### config.mk
export PLATFORM = sky130hd
export DESIGN_NAME = angle_readout_registers
export DESIGN_NICKNAME = d
export VERILOG_FILES = /design/src/hw/angle_readout_pkg.sv /design/src/hw/serial_frame_port.sv /design/src/hw/angle_readout_registers.sv
export SDC_FILE = /design/constraint.sdc
export NUM_CORES = 1
export LEC_CHECK = 0
export BUFFER_PORTS_ARGS = -buffer_cell sky130_fd_sc_hd__buf_2
export CAP_MARGIN = 25
export CORE_MARGIN = 10
export CORE_UTILIZATION = 40
export DETAILED_ROUTE_END_ITERATION = 12
export GPL_TIMING_DRIVEN = 0
export PLACE_DENSITY_LB_ADDON = 0.25
export SYNTH_ARGS = -nofsm -noshare
export SYNTH_HDL_FRONTEND = slang
export SYNTH_SLANG_ARGS = --single-unit
export TNS_END_PERCENT = 100
### constraint.sdc
create_clock -name core_clk -period 12.1 [get_ports core_clk]
set_input_delay 1.21 -clock core_clk [delete_from_list [all_inputs] [get_ports core_clk]]
set_output_delay 1.21 -clock core_clk [all_outputs]
set_load 0.01 [all_outputs]
### src/hw/angle_readout_pkg.sv
`default_nettype none
package angle_readout_pkg;
  // Core clock rate and the timing figures converted from it.
  localparam int CORE_CLK_MHZ = 50;
  localparam real ANGLE_UPDATE_PERIOD_US = 1.0;
  localparam int ANGLE_UPDATE_CYCLES = int'(ANGLE_UPDATE_PERIOD_US * CORE_CLK_MHZ);
  localparam real ANGLE_PATH_LATENCY_US = 10.0;
  localparam int LATENCY_UPDATES = int'(ANGLE_PATH_LATENCY_US / ANGLE_UPDATE_PERIOD_US);
  localparam int LP_ANGLE_PERIOD_US = 32;
  localparam int LP_ANGLE_CYCLES = LP_ANGLE_PERIOD_US * CORE_CLK_MHZ;
  localparam int FIELD_PERIOD_US = 128;
  localparam int FIELD_CYCLES = FIELD_PERIOD_US * CORE_CLK_MHZ;
  localparam int SPI_VALID_US = 300;
  localparam int SPI_VALID_CYCLES = SPI_VALID_US * CORE_CLK_MHZ;

  // Widths of the angle, field and serial words.
  localparam int FINE_W = 15;
  localparam int COARSE_W = 12;
  localparam int WORD_W = 16;
  localparam int FIELD_W = 12;
  localparam int TURNS_W = 8;
  localparam int ADDR_W = 8;

  // Serial register map and command layout.
  localparam logic [7:0] ADDR_ANGLE_FLAGS = 8'h20;
  localparam logic [7:0] ADDR_FINE_ANGLE = 8'h32;
  localparam int CMD_READ_BIT = 15;

  // Field positions of the flagged angle word.
  localparam int ERROR_BIT = 14;
  localparam int UNDERVOLT_BIT = 13;
  localparam int PARITY_BIT = 12;

  // Reset values and the diagnostic comparison window.
  localparam logic [14:0] ANGLE_RESET = 15'h0000;
  localparam logic [11:0] FIELD_RESET = 12'h000;
  localparam logic [15:0] WORD_RESET = 16'h0000;
  localparam logic [7:0] TURNS_RESET = 8'h00;
  localparam logic [14:0] DIAG_TOLERANCE = 15'h0100;

  // Which register the next response frame carries.
  typedef enum logic [1:0] {SEL_NONE, SEL_FLAGS, SEL_FINE} resp_sel_t;

  // Parity bit that makes the whole 16-bit word hold an odd count of ones.
  function automatic logic odd_parity(input logic [14:0] v);
    return ~(^v);
  endfunction : odd_parity

  // Shortest circular distance between two fine angles.
  function automatic logic [14:0] angle_distance(input logic [14:0] a, input logic [14:0] b);
    logic [14:0] d;
    d = a - b;
    if (d[14]) begin
      d = 15'(~d + 15'h0001);
    end
    return d;
  endfunction : angle_distance
endpackage : angle_readout_pkg
`default_nettype wire

### src/hw/serial_frame_port.sv
`timescale 1ns/1ns
`default_nettype none
module serial_frame_port (
  input wire logic core_clk,
  input wire logic reset_n,
  input wire logic spi_sclk,
  input wire logic spi_cs_n,
  input wire logic spi_mosi,
  input wire logic port_enable,
  input wire logic [15:0] tx_word,
  output logic spi_miso,
  output logic spi_miso_oe,
  output logic frame_start,
  output logic rx_valid,
  output logic [15:0] rx_word
);
  logic sclk_s1_q, sclk_s2_q, sclk_s3_q, cs_s1_q, cs_s2_q, mosi_s1_q, mosi_s2_q;
  logic [4:0] bit_cnt_q, bit_cnt_d;
  logic first_q, first_d, load_q, load_d;
  logic [15:0] shift_q, shift_d, rx_q, rx_d, rx_word_q, rx_word_d;
  logic miso_q, miso_d, oe_q, oe_d, start_q, start_d, valid_q, valid_d;
  logic active, rise, fall;

  // Two-stage synchronisers; the third sclk stage only feeds edge detection.
  always_ff @(posedge core_clk) begin
    if (!reset_n) begin
      sclk_s1_q <= 1'b0;
      sclk_s2_q <= 1'b0;
      sclk_s3_q <= 1'b0;
      cs_s1_q <= 1'b1;
      cs_s2_q <= 1'b1;
      mosi_s1_q <= 1'b0;
      mosi_s2_q <= 1'b0;
    end else begin
      sclk_s1_q <= spi_sclk;
      sclk_s2_q <= sclk_s1_q;
      sclk_s3_q <= sclk_s2_q;
      cs_s1_q <= spi_cs_n;
      cs_s2_q <= cs_s1_q;
      mosi_s1_q <= spi_mosi;
      mosi_s2_q <= mosi_s1_q;
    end
  end

  assign active = ~cs_s2_q & port_enable;
  assign rise = sclk_s2_q & ~sclk_s3_q;
  assign fall = ~sclk_s2_q & sclk_s3_q;

  // Frame engine: sample on rising sclk, shift out on falling sclk, MSB first.
  always_comb begin
    bit_cnt_d = bit_cnt_q;
    first_d = first_q;
    load_d = load_q;
    shift_d = shift_q;
    rx_d = rx_q;
    rx_word_d = rx_word_q;
    start_d = 1'b0;
    valid_d = 1'b0;
    oe_d = active;
    miso_d = miso_q;
    if (!active) begin
      bit_cnt_d = 5'h00;
      first_d = 1'b1;
      load_d = 1'b0;
      shift_d = angle_readout_pkg::WORD_RESET;
      miso_d = 1'b0;
    end else begin
      if (rise) begin
        rx_d = {rx_q[14:0], mosi_s2_q};
        bit_cnt_d = bit_cnt_q + 5'h01;
        if (first_q) begin
          start_d = 1'b1;
          first_d = 1'b0;
          load_d = 1'b1;
        end
        if (bit_cnt_q == 5'h0F) begin
          valid_d = 1'b1;
          rx_word_d = {rx_q[14:0], mosi_s2_q};
          bit_cnt_d = 5'h00;
          first_d = 1'b1;
        end
      end
      if (fall) begin
        if (load_q) begin
          shift_d = {tx_word[14:0], 1'b0};
          load_d = 1'b0;
        end else begin
          shift_d = {shift_q[14:0], 1'b0};
        end
        miso_d = shift_d[15];
      end
    end
  end

  // State registers of the frame engine.
  always_ff @(posedge core_clk) begin
    if (!reset_n) begin
      bit_cnt_q <= 5'h00;
      first_q <= 1'b1;
      load_q <= 1'b0;
      shift_q <= angle_readout_pkg::WORD_RESET;
      rx_q <= angle_readout_pkg::WORD_RESET;
      rx_word_q <= angle_readout_pkg::WORD_RESET;
      miso_q <= 1'b0;
      oe_q <= 1'b0;
      start_q <= 1'b0;
      valid_q <= 1'b0;
    end else begin
      bit_cnt_q <= bit_cnt_d;
      first_q <= first_d;
      load_q <= load_d;
      shift_q <= shift_d;
      rx_q <= rx_d;
      rx_word_q <= rx_word_d;
      miso_q <= miso_d;
      oe_q <= oe_d;
      start_q <= start_d;
      valid_q <= valid_d;
    end
  end

  assign spi_miso = miso_q;
  assign spi_miso_oe = oe_q;
  assign frame_start = start_q;
  assign rx_valid = valid_q;
  assign rx_word = rx_word_q;
endmodule : serial_frame_port
`default_nettype wire

### src/hw/angle_readout_registers.sv
// Summary of operation
// - New angle sample every 1.0 us at output rate select 0, stretched by powers of two otherwise.
// - Encoder angle lags sample by 10 updates, 10 us at output rate select 0.
// - Register 0x20: zero, error, undervoltage, parity, angle.
// - Flagged word always carries three status bits.
// - Register 0x32: zero then 15-bit angle.
// - Read address alone picks 12 or 15 bits.
// - PWM angle uses the 12-bit value.
// - Encoder output uses 15-bit angle.
// - Serial port accepts frames after 300 us.
// - Stored zero offset applied to reported angle.
// - Main path plus low-power diagnostic path.
// - Undervoltage flag follows low supply.
// - Response latched at frame's first sclk edge.
// - Low-power angle 32 us, field 128 us.
`timescale 1ns/1ns
`default_nettype none
module angle_readout_registers #(
  parameter int SPI_READY_CYCLES = angle_readout_pkg::SPI_VALID_CYCLES,
  parameter int FIELD_UPDATE_CYCLES = angle_readout_pkg::FIELD_CYCLES
) (
  input wire logic core_clk,
  input wire logic reset_n,
  input wire logic spi_sclk,
  input wire logic spi_cs_n,
  input wire logic spi_mosi,
  output logic spi_miso,
  output logic spi_miso_oe,
  input wire logic [14:0] main_angle_raw,
  input wire logic [14:0] lp_angle_raw,
  input wire logic [11:0] field_raw,
  input wire logic [14:0] zero_offset,
  input wire logic [1:0] output_rate_select,
  input wire logic supply_low,
  output logic [11:0] pwm_angle,
  output logic [14:0] incremental_angle,
  output logic [14:0] lp_angle,
  output logic [11:0] field_strength,
  output logic [7:0] turns_count,
  output logic general_error_flag,
  output logic undervoltage_flag,
  output logic spi_ready
);
  localparam int DLY_N = angle_readout_pkg::LATENCY_UPDATES - 1;

  logic [8:0] upd_cnt_q, upd_cnt_d, upd_period;
  logic upd_stb;
  logic [14:0] main_angle_q, main_angle_d, inc_q, inc_d;
  logic [14:0] dly_q [0:DLY_N-1];
  logic [14:0] dly_d [0:DLY_N-1];
  logic [11:0] pwm_q, pwm_d;
  logic [10:0] lp_cnt_q, lp_cnt_d;
  logic lp_stb;
  logic [11:0] lp_gap_q, lp_gap_d;
  logic lp_seen_q, lp_seen_d;
  logic [14:0] lp_q, lp_d, lp_new;
  logic [15:0] field_cnt_q, field_cnt_d;
  logic [11:0] field_q, field_d;
  logic [7:0] turns_q, turns_d;
  logic err_q, err_d;
  logic uv_s1_q, uv_s2_q, uv_q;
  logic [15:0] por_cnt_q, por_cnt_d;
  logic ready_q, ready_d;
  angle_readout_pkg::resp_sel_t sel_q, sel_d;
  logic [15:0] tx_q, tx_d;
  logic frame_start, rx_valid;
  logic [15:0] rx_word;

  // Serial frame engine; it stays silent until the port is ready.
  serial_frame_port u_port (
    .core_clk(core_clk),
    .reset_n(reset_n),
    .spi_sclk(spi_sclk),
    .spi_cs_n(spi_cs_n),
    .spi_mosi(spi_mosi),
    .port_enable(ready_q),
    .tx_word(tx_q),
    .spi_miso(spi_miso),
    .spi_miso_oe(spi_miso_oe),
    .frame_start(frame_start),
    .rx_valid(rx_valid),
    .rx_word(rx_word)
  );

  // The output rate select stretches the refresh period by powers of two.
  assign upd_period = 9'(angle_readout_pkg::ANGLE_UPDATE_CYCLES) << output_rate_select;
  assign upd_stb = (upd_cnt_q == upd_period - 9'h001);
  assign lp_stb = (lp_cnt_q == 11'(angle_readout_pkg::LP_ANGLE_CYCLES - 1));
  assign lp_new = lp_angle_raw - zero_offset;

  // Main path: sample, offset, PWM copy and the latency line to the encoder.
  always_comb begin
    upd_cnt_d = upd_stb ? 9'h000 : upd_cnt_q + 9'h001;
    main_angle_d = main_angle_q;
    pwm_d = pwm_q;
    inc_d = inc_q;
    dly_d = dly_q;
    if (upd_stb) begin
      main_angle_d = main_angle_raw - zero_offset;
      pwm_d = main_angle_d[14:3];
      dly_d[0] = main_angle_q;
      for (int i = 1; i < DLY_N; i++) begin
        dly_d[i] = dly_q[i-1];
      end
      inc_d = dly_q[DLY_N-1];
    end
  end

  // Registers of the main path.
  always_ff @(posedge core_clk) begin
    if (!reset_n) begin
      upd_cnt_q <= 9'h000;
      main_angle_q <= angle_readout_pkg::ANGLE_RESET;
      pwm_q <= angle_readout_pkg::FIELD_RESET;
      inc_q <= angle_readout_pkg::ANGLE_RESET;
      for (int i = 0; i < DLY_N; i++) begin
        dly_q[i] <= angle_readout_pkg::ANGLE_RESET;
      end
    end else begin
      upd_cnt_q <= upd_cnt_d;
      main_angle_q <= main_angle_d;
      pwm_q <= pwm_d;
      inc_q <= inc_d;
      dly_q <= dly_d;
    end
  end

  // Low-power path: slow angle, field strength, turns and diagnostics.
  always_comb begin
    lp_cnt_d = lp_stb ? 11'h000 : lp_cnt_q + 11'h001;
    field_cnt_d = field_cnt_q + 16'h0001;
    lp_d = lp_q;
    field_d = field_q;
    turns_d = turns_q;
    err_d = err_q;
    lp_gap_d = lp_stb ? 12'h000 : lp_gap_q + 12'h001;  // Strobe spacing, checked below.
    lp_seen_d = lp_seen_q | lp_stb;  // Set once a first full interval has begun.
    if (field_cnt_q >= 16'(FIELD_UPDATE_CYCLES - 1)) begin
      field_cnt_d = 16'h0000;
      field_d = field_raw;
    end
    if (lp_stb) begin
      lp_d = lp_new;
      if (lp_q[14:13] == 2'h3 && lp_new[14:13] == 2'h0) begin
        turns_d = turns_q + 8'h01;
      end else if (lp_q[14:13] == 2'h0 && lp_new[14:13] == 2'h3) begin
        turns_d = turns_q - 8'h01;
      end
      err_d = angle_readout_pkg::angle_distance(main_angle_raw - zero_offset, lp_new) >
              angle_readout_pkg::DIAG_TOLERANCE;
    end
  end

  // Registers of the low-power path and the undervoltage synchroniser.
  always_ff @(posedge core_clk) begin
    if (!reset_n) begin
      lp_cnt_q <= 11'h000;
      field_cnt_q <= 16'h0000;
      lp_q <= angle_readout_pkg::ANGLE_RESET;
      field_q <= angle_readout_pkg::FIELD_RESET;
      turns_q <= angle_readout_pkg::TURNS_RESET;
      err_q <= 1'b0;
      uv_s1_q <= 1'b0;
      uv_s2_q <= 1'b0;
      uv_q <= 1'b0;
      lp_gap_q <= 12'h000;
      lp_seen_q <= 1'b0;
    end else begin
      lp_cnt_q <= lp_cnt_d;
      field_cnt_q <= field_cnt_d;
      lp_q <= lp_d;
      field_q <= field_d;
      turns_q <= turns_d;
      err_q <= err_d;
      lp_gap_q <= lp_gap_d;
      lp_seen_q <= lp_seen_d;
      uv_s1_q <= supply_low;
      uv_s2_q <= uv_s1_q;
      uv_q <= uv_s2_q;
    end
  end

  // Power-on wait, command decode and response latch.
  always_comb begin
    por_cnt_d = por_cnt_q;
    ready_d = ready_q;
    sel_d = sel_q;
    tx_d = tx_q;
    if (!ready_q) begin
      if (por_cnt_q == 16'(SPI_READY_CYCLES - 1)) begin
        ready_d = 1'b1;
      end else begin
        por_cnt_d = por_cnt_q + 16'h0001;
      end
    end
    if (rx_valid) begin
      if (!rx_word[angle_readout_pkg::CMD_READ_BIT]) begin
        sel_d = angle_readout_pkg::SEL_NONE;
      end else begin
        case (rx_word[7:0])
          angle_readout_pkg::ADDR_ANGLE_FLAGS: sel_d = angle_readout_pkg::SEL_FLAGS;
          angle_readout_pkg::ADDR_FINE_ANGLE: sel_d = angle_readout_pkg::SEL_FINE;
          default: sel_d = angle_readout_pkg::SEL_NONE;
        endcase
      end
    end
    if (frame_start) begin
      case (sel_q)
        angle_readout_pkg::SEL_FLAGS: begin
          tx_d = {1'b0, err_q, uv_q, 1'b0, main_angle_q[14:3]};
          tx_d[angle_readout_pkg::PARITY_BIT] = angle_readout_pkg::odd_parity(
              {tx_d[15:13], tx_d[11:0]});
        end
        angle_readout_pkg::SEL_FINE: tx_d = {1'b0, main_angle_q};
        default: tx_d = angle_readout_pkg::WORD_RESET;
      endcase
    end
  end

  // Registers of the serial response side.
  always_ff @(posedge core_clk) begin
    if (!reset_n) begin
      por_cnt_q <= 16'h0000;
      ready_q <= 1'b0;
      sel_q <= angle_readout_pkg::SEL_NONE;
      tx_q <= angle_readout_pkg::WORD_RESET;
    end else begin
      por_cnt_q <= por_cnt_d;
      ready_q <= ready_d;
      sel_q <= sel_d;
      tx_q <= tx_d;
    end
  end

  assign pwm_angle = pwm_q;
  assign incremental_angle = inc_q;
  assign lp_angle = lp_q;
  assign field_strength = field_q;
  assign turns_count = turns_q;
  assign general_error_flag = err_q;
  assign undervoltage_flag = uv_q;
  assign spi_ready = ready_q;
endmodule : angle_readout_registers
`default_nettype wire

Word level (Yosys, flattened, before mapping)
Cells that the tools add are included.

storage, ports and cells
  bits in registers = 350
  input bits = 65
  output and inout bits = 67
  word-level logic and storage cells = 111

operators by class
  add/sub/neg operators = 12
  order comparisons = 2
  equal/unequal tests = 10
  shift-type cells = 1
  multiplexer cells = 17
  bitwise logic cells = 11
  reductions and logical operators = 15

operators by type and width
  kind                                                                                    number
  15-bit subtractor                                                                       3
  16-bit by 1-bit adder with 16-bit output (second input constant)                        2
  15-bit 2-to-1 mux                                                                       2
  15-bit one-hot mux with 2 select lines                                                  1
  16-bit by 14-bit == test with 1-bit output (second input constant)                      1
  8-bit by 6-bit == test with 1-bit output (second input constant)                        2
  16-bit by 13-bit greater-or-equal comparator with 1-bit output (second input constant)  1
  16-bit 2-to-1 mux                                                                       1
  8-bit 2-to-1 mux                                                                        2
  15-bit by 1-bit adder with 15-bit output (second input constant)                        1
  15-bit by 9-bit greater-than comparator with 1-bit output (second input constant)       1
  15-bit NOT                                                                              1
  15-bit XOR reduction                                                                    1
  11-bit by 1-bit adder with 11-bit output (second input constant)                        1
  11-bit == test (second input constant)                                                  1
  9-bit by 1-bit adder with 9-bit output (second input constant)                          1
  9-bit == test                                                                           1
  6-bit by 2-bit left shift with 9-bit output (first input constant)                      1
  9-bit by 1-bit subtractor with 9-bit output (second input constant)                     1
  8-bit by 1-bit adder with 8-bit output (second input constant)                          1
  1-bit 2-to-1 mux                                                                        8
  2-bit AND reduction                                                                     4
  8-bit by 1-bit subtractor with 8-bit output (second input constant)                     1
  1-bit NOT                                                                               7
  13 further kinds                                                                        22

Logic depth before layout (Yosys ltp)
  word-level depth = 7
  depth in mapped cells = 23
  mapped depth without buffers = 23

Hierarchy
Synthesis repeated with hierarchy kept, for this count alone.

unflattened totals
  cells, all modules = 1,908
  area, all modules = 16,255.6 sq um

by module, submodules not included
  module                   times used  cells an instance  area an instance (sq um)  seq. area each (sq um)
  angle_readout_registers  1           1,647              13,810.7                  5,485.3
  serial_frame_port        1           261                2,444.8                   1,261.2

Worst setup path after synthesis
OpenSTA, ideal clock, no wires.

  path kind = in2reg
  start = in lp_angle_raw[0]
  end = reg turns_q[7], in the netlist turns_count[7]
  library setup time = 0.115 ns
  data arrival time = 5.205 ns
  required time = 11.985 ns
  path slack = 6.780 ns
  stages = 23
  cell sequence = inv_1 ha_1 inv_1 fa_1 a21o_1 a22oi_1 nor3_1 o31a_1 o21ai_0 a21oi_1 xnor2_1 nand3_1 a21o_1 ha_1 a21o_1 a21o_1 a21o_1 a21oi_1 o21bai_1 a21oi_1 mux2i_1 a21oi_1 o21a_1

between the ends
  word-level cells in the longest chain between the ends = 5
  elaborated cells between the ends (all ways) = 8

RTL lines
  what                                              RTL line                                                        text
  start, declared                                   angle_readout_registers.sv:30                                   input wire logic [14:0] lp_angle_raw,
  15-bit subtractor (*)                             angle_readout_registers.sv:89                                   assign lp_new = lp_angle_raw - zero_offset;
  2-bit == test or 2-bit zero test (tied branches)  angle_readout_registers.sv:146, angle_readout_registers.sv:144
  1-bit logical AND, on equally long branches       angle_readout_registers.sv:146, angle_readout_registers.sv:144
  2-bit nonzero test (no line)                      -
  2-bit AND reduction (no line)                     -
  end signal, assigned                              angle_readout_registers.sv:161                                  turns_q <= angle_readout_pkg::TURNS_RESET;
  end signal, assigned                              angle_readout_registers.sv:173                                  turns_q <= turns_d;
  end, declared                                     angle_readout_registers.sv:59                                   logic [7:0] turns_q, turns_d;

Mark *: on every way between the ends. The rest lies on a longest branch, timed or not.
A chain may end at the register's enable or synchronous reset.

Worst setup path after layout
Same ends and word-level chain as after synthesis.

==> metrics.md <==
| Metric | Value |
|---|---|
| Clock sinks | 330 |
| Post-synth EDFFs | 0 |
| Post-Syn Area | 14700 um2 |
| Worst Hold End | u_port.cs_s2_q |
| Mapped Avg Cell Area | 8.27 um2 |
| Maximum fanout along the worst path | 9 |
| Final hold violation count | 0 |
| Critical Path Start | lp_angle_raw[0] |
| TritonCTS Buffers | 36 |
| Worst r2r src | lp_cnt_q[0] |
| TNS Setup | 0 ns |
| Reg-to-reg slack, setup | 9.17 ns |
| Gr usage total | 0.159 |
| Max Fclk | 180 MHz |
| Largest delay share family, worst path | compound AO/OA/AOI/OAI gates |
| Clock slew at reported path FFs | 0.06 ns |
| Avg Vias per Cell | 5.06 |
| Die area | 44800 um2 |
| Postcts setup bufs | 0 |
| Synth top area share | 0.450 |
| Final Util | 0.471 |
| Crit path DAT | 5.97 ns |
| Chip width | 212 um |
| Initial Util | 0.403 |
| GPL Wtd Cong | 0.826 |
| Largest net degree at the start of global routing | 14 |
| Post-synth top cells | nand2_1, dfxtp_1, a21oi_1 |
| Synthesized flop and latch total | 330 |
| Fill count | 3597 |
| Critical Path Max Stage Delay | 0.40 ns |
| Worst Setup Start Kind | input port |
| Area Overhead vs Synth | 16.7% |
| Final period util | 0.460 |
| First DRT Iteration DRCs | 682 |
| Unrepaired setup endpoints after global routing | no |
| CP max stage cell | fa_1 |
| Fraction of layout cells with a size suffix above 1 | 0.118 |
| Sequential area share after synthesis | 0.450 |
| LEAKAGE | 6.43 nW |
| Most frequent cell after synthesis | nand2_1 |
| Run status | finished, final reports clean |
| Worst R2R Path Depth | 10 |
| Syn. warnings | 0 |
| Least-Margin Pin Slew | 0.942 ns |
| Power per Cell Area | 149 nW/um2 |
| Worst VDD drop | 0.0000912 V |
| HP Start | u_port.cs_s1_q |
| Initial antenna violation count | 1 |
| Vias | 12353 |
| Register area | 6610 um2 |
| Num rows | 70 |
| WL/cell | 14.8 um |
| GRT overflow | 0 |
| Mapped Cells | 1777 |
| Max-slew headroom | 0.370 |
| Clock skew | 0.0152 ns |
| CTS tree | done |
| Max-capacitance violation count | 0 |
| Fraction of registers with async set/reset | 0 |
| Vias in the first global route | 11995 |
| Minimum clock period | 5.56 ns |
| Cell taking the most area after synthesis | dfxtp_1 |
| Die H | 212 um |
| Synth Flop Type | dfxtp_1 |
| Reg2reg end | turns_count[4] |
| Hold WC Path Type | reg2reg |
| Ant diodes | 0 |
| Crit end category | flip-flop |
| DRC | 0 |
| CTS H-tree depth | 2 |
| Worst path cell trace | buf_2 > inv_1 > ha_1 > inv_1 > fa_1 > a21o_1 > a22oi_1 > nor3_1 > o31a_1 > o21ai_0 > a21oi_1 > xnor2_1 > nand3_1 > a21o_1 > ha_1 > a21o_1 > a21o_1 > a21o_1 > a21oi_1 > o21bai_1 > a21oi_1 > mux2i_1 > a21oi_1 > o21a_1 |
| Final setup vio count | 0 |
| DRT Pass-1 Iters | 5 |
| Most frequent cell on the critical path | a21o_1 |
| Hold Path Stages | 1 |
| Core area | 36400 um2 |
| Final net count | 2075 |
| Top cells by area, synth | dfxtp_1, nand2_1, a21oi_1 |
| Post-route ant nets | 0 |
| Clk buf depth | 3 |
| Critical path buffers and inverters | 3 |
| Slew Limit Fails | 0 |
| Worst Path Required | 12.51 ns |
| Latest clock arrival within the worst-skew pair | 0.52 ns |
| First-pass GRT wire length | 59.0 mm |
| Post-Route WL | 36.2 mm |
| Kind of critical path | in2reg |
| CTS resizes | 0 |
| IO Pins | 132 |
| I/O Buffers | 131 |
| Area occupied by multi-input gates | 7530 um2 |
| Hold Buf Count CTS | 0 |
| Post-synth cell types | 81 |
| Clk root buf | clkbuf_16 |
| Dpl hpwl | 27.4 mm |
[sequential cells by signal, indices dropped and copies added (netlist names), 2 cells and up]
signal             count
field_strength        12
incremental_angle     15
tx_q                  15
turns_count            8
u_port.rx_word         9
u_port.bit_cnt_q       5
sel_q                  2
dly_q                135
u_port.rx_q           15
upd_cnt_q              9
main_angle_q          15
por_cnt_q             16
lp_cnt_q              11
field_cnt_q           16
lp_angle              15
u_port.shift_q        14
[per-layer routing]
metal | up-vias | global-route usage | part of all wire | wire [um]
li1 | 6314 | - | - | -
met1 | 5738 | 0.203 | 0.47 | 16900
met2 | 255 | 0.271 | 0.46 | 16800
met3 | 44 | 0.0305 | 0.054 | 1960
met4 | 2 | 0.0347 | 0.015 | 530
met5 | - | 0 | 0.00036 | 13
[power by group]
group | internal [W] | switching, W
Combinational | 0.000153 | 0.000214
Sequential | 0.00109 | 0.00000418
Clock | 0.000656 | 0.000434
Total | 0.00190 | 0.000653
[worst max path at each step]
stage,slack [ns],endpoint,cells past startpoint
3_3_place_gp,6.00,turns_count[7],24
5_1_grt,6.23,turns_count[7],24
2_1_floorplan,6.78,turns_count[7],23
4_1_cts,6.54,turns_count[7],24
6_report,6.54,turns_count[7],24
3_5_place_dp,6.02,turns_count[7],24
[worst reg2reg max path: cells and delay by family (launching register included)]
| family | cells | cell delay (ns) |
|---|---|---|
| flops | 1 | 0.37 |
| simple gates | 6 | 1.31 |
| mux | 1 | 0.25 |
| buf+inv | 1 | 0.22 |
| fa+ha+maj | 1 | 0.19 |
| compound gates | 1 | 0.47 |
[placed cells by master, fill, tap and decap left out, drive strengths merged, types with 5 or more instances in the layout]
cell    instances
o21a            8
o21ai          18
clkinv          5
dfxtp         330
and3           18
mux2i          46
xnor2          56
nor4            6
nor2          190
inv            38
xor2           44
nor2b          13
ha             55
nand4           5
or3             8
a211oi         22
and2           14
nand3          26
a21o           15
clkbuf        139
a22oi          17
nor3           14
nand2b         11
o211a           5
buf           149
a21oi         235
nand2         403
a31oi           6
or2             6
o211ai          5
[layout make-up]
class,count,area share
buffer,103,0.0258
clock buffer,51,0.0600
clock inverter,10,0.00810
inverter,37,0.00810
multi-input combinational,1309,0.439
sequential,330,0.385
tap,468,0.0342
timing repair buffer,134,0.0394
[cell families (layout without fill, tap and decap cells)]
logic type	count (synthesis)	after routing	share of synthesized area
AOI/OAI and AO/OA	367	367	0.154
xor gates and xnor gates	100	100	0.0596
adders and majority gates	61	61	0.0540
buffers and inverters	140	335	0.0395
DFF	330	330	0.450
muxes	47	47	0.0324
other	1	3	0.000255
and+or+nand+nor	731	731	0.211
[metrics by stage]
stage               hold WS (ns)  worst slack [ns]  instance area, um2  power, W  instances
finish                     0.409              6.54               17100   0.00256       2442
global placement           0.396              6.00               15900   0.00148       2378
global route               0.440              6.23               17100   0.00266       2442
floorplan                  0.386              6.78               14700   0.00140       1779
CTS                        0.411              6.54               17100   0.00258       2442
detailed placement         0.396              6.02               16000   0.00149       2381
(Power assumes the default switching activity.)
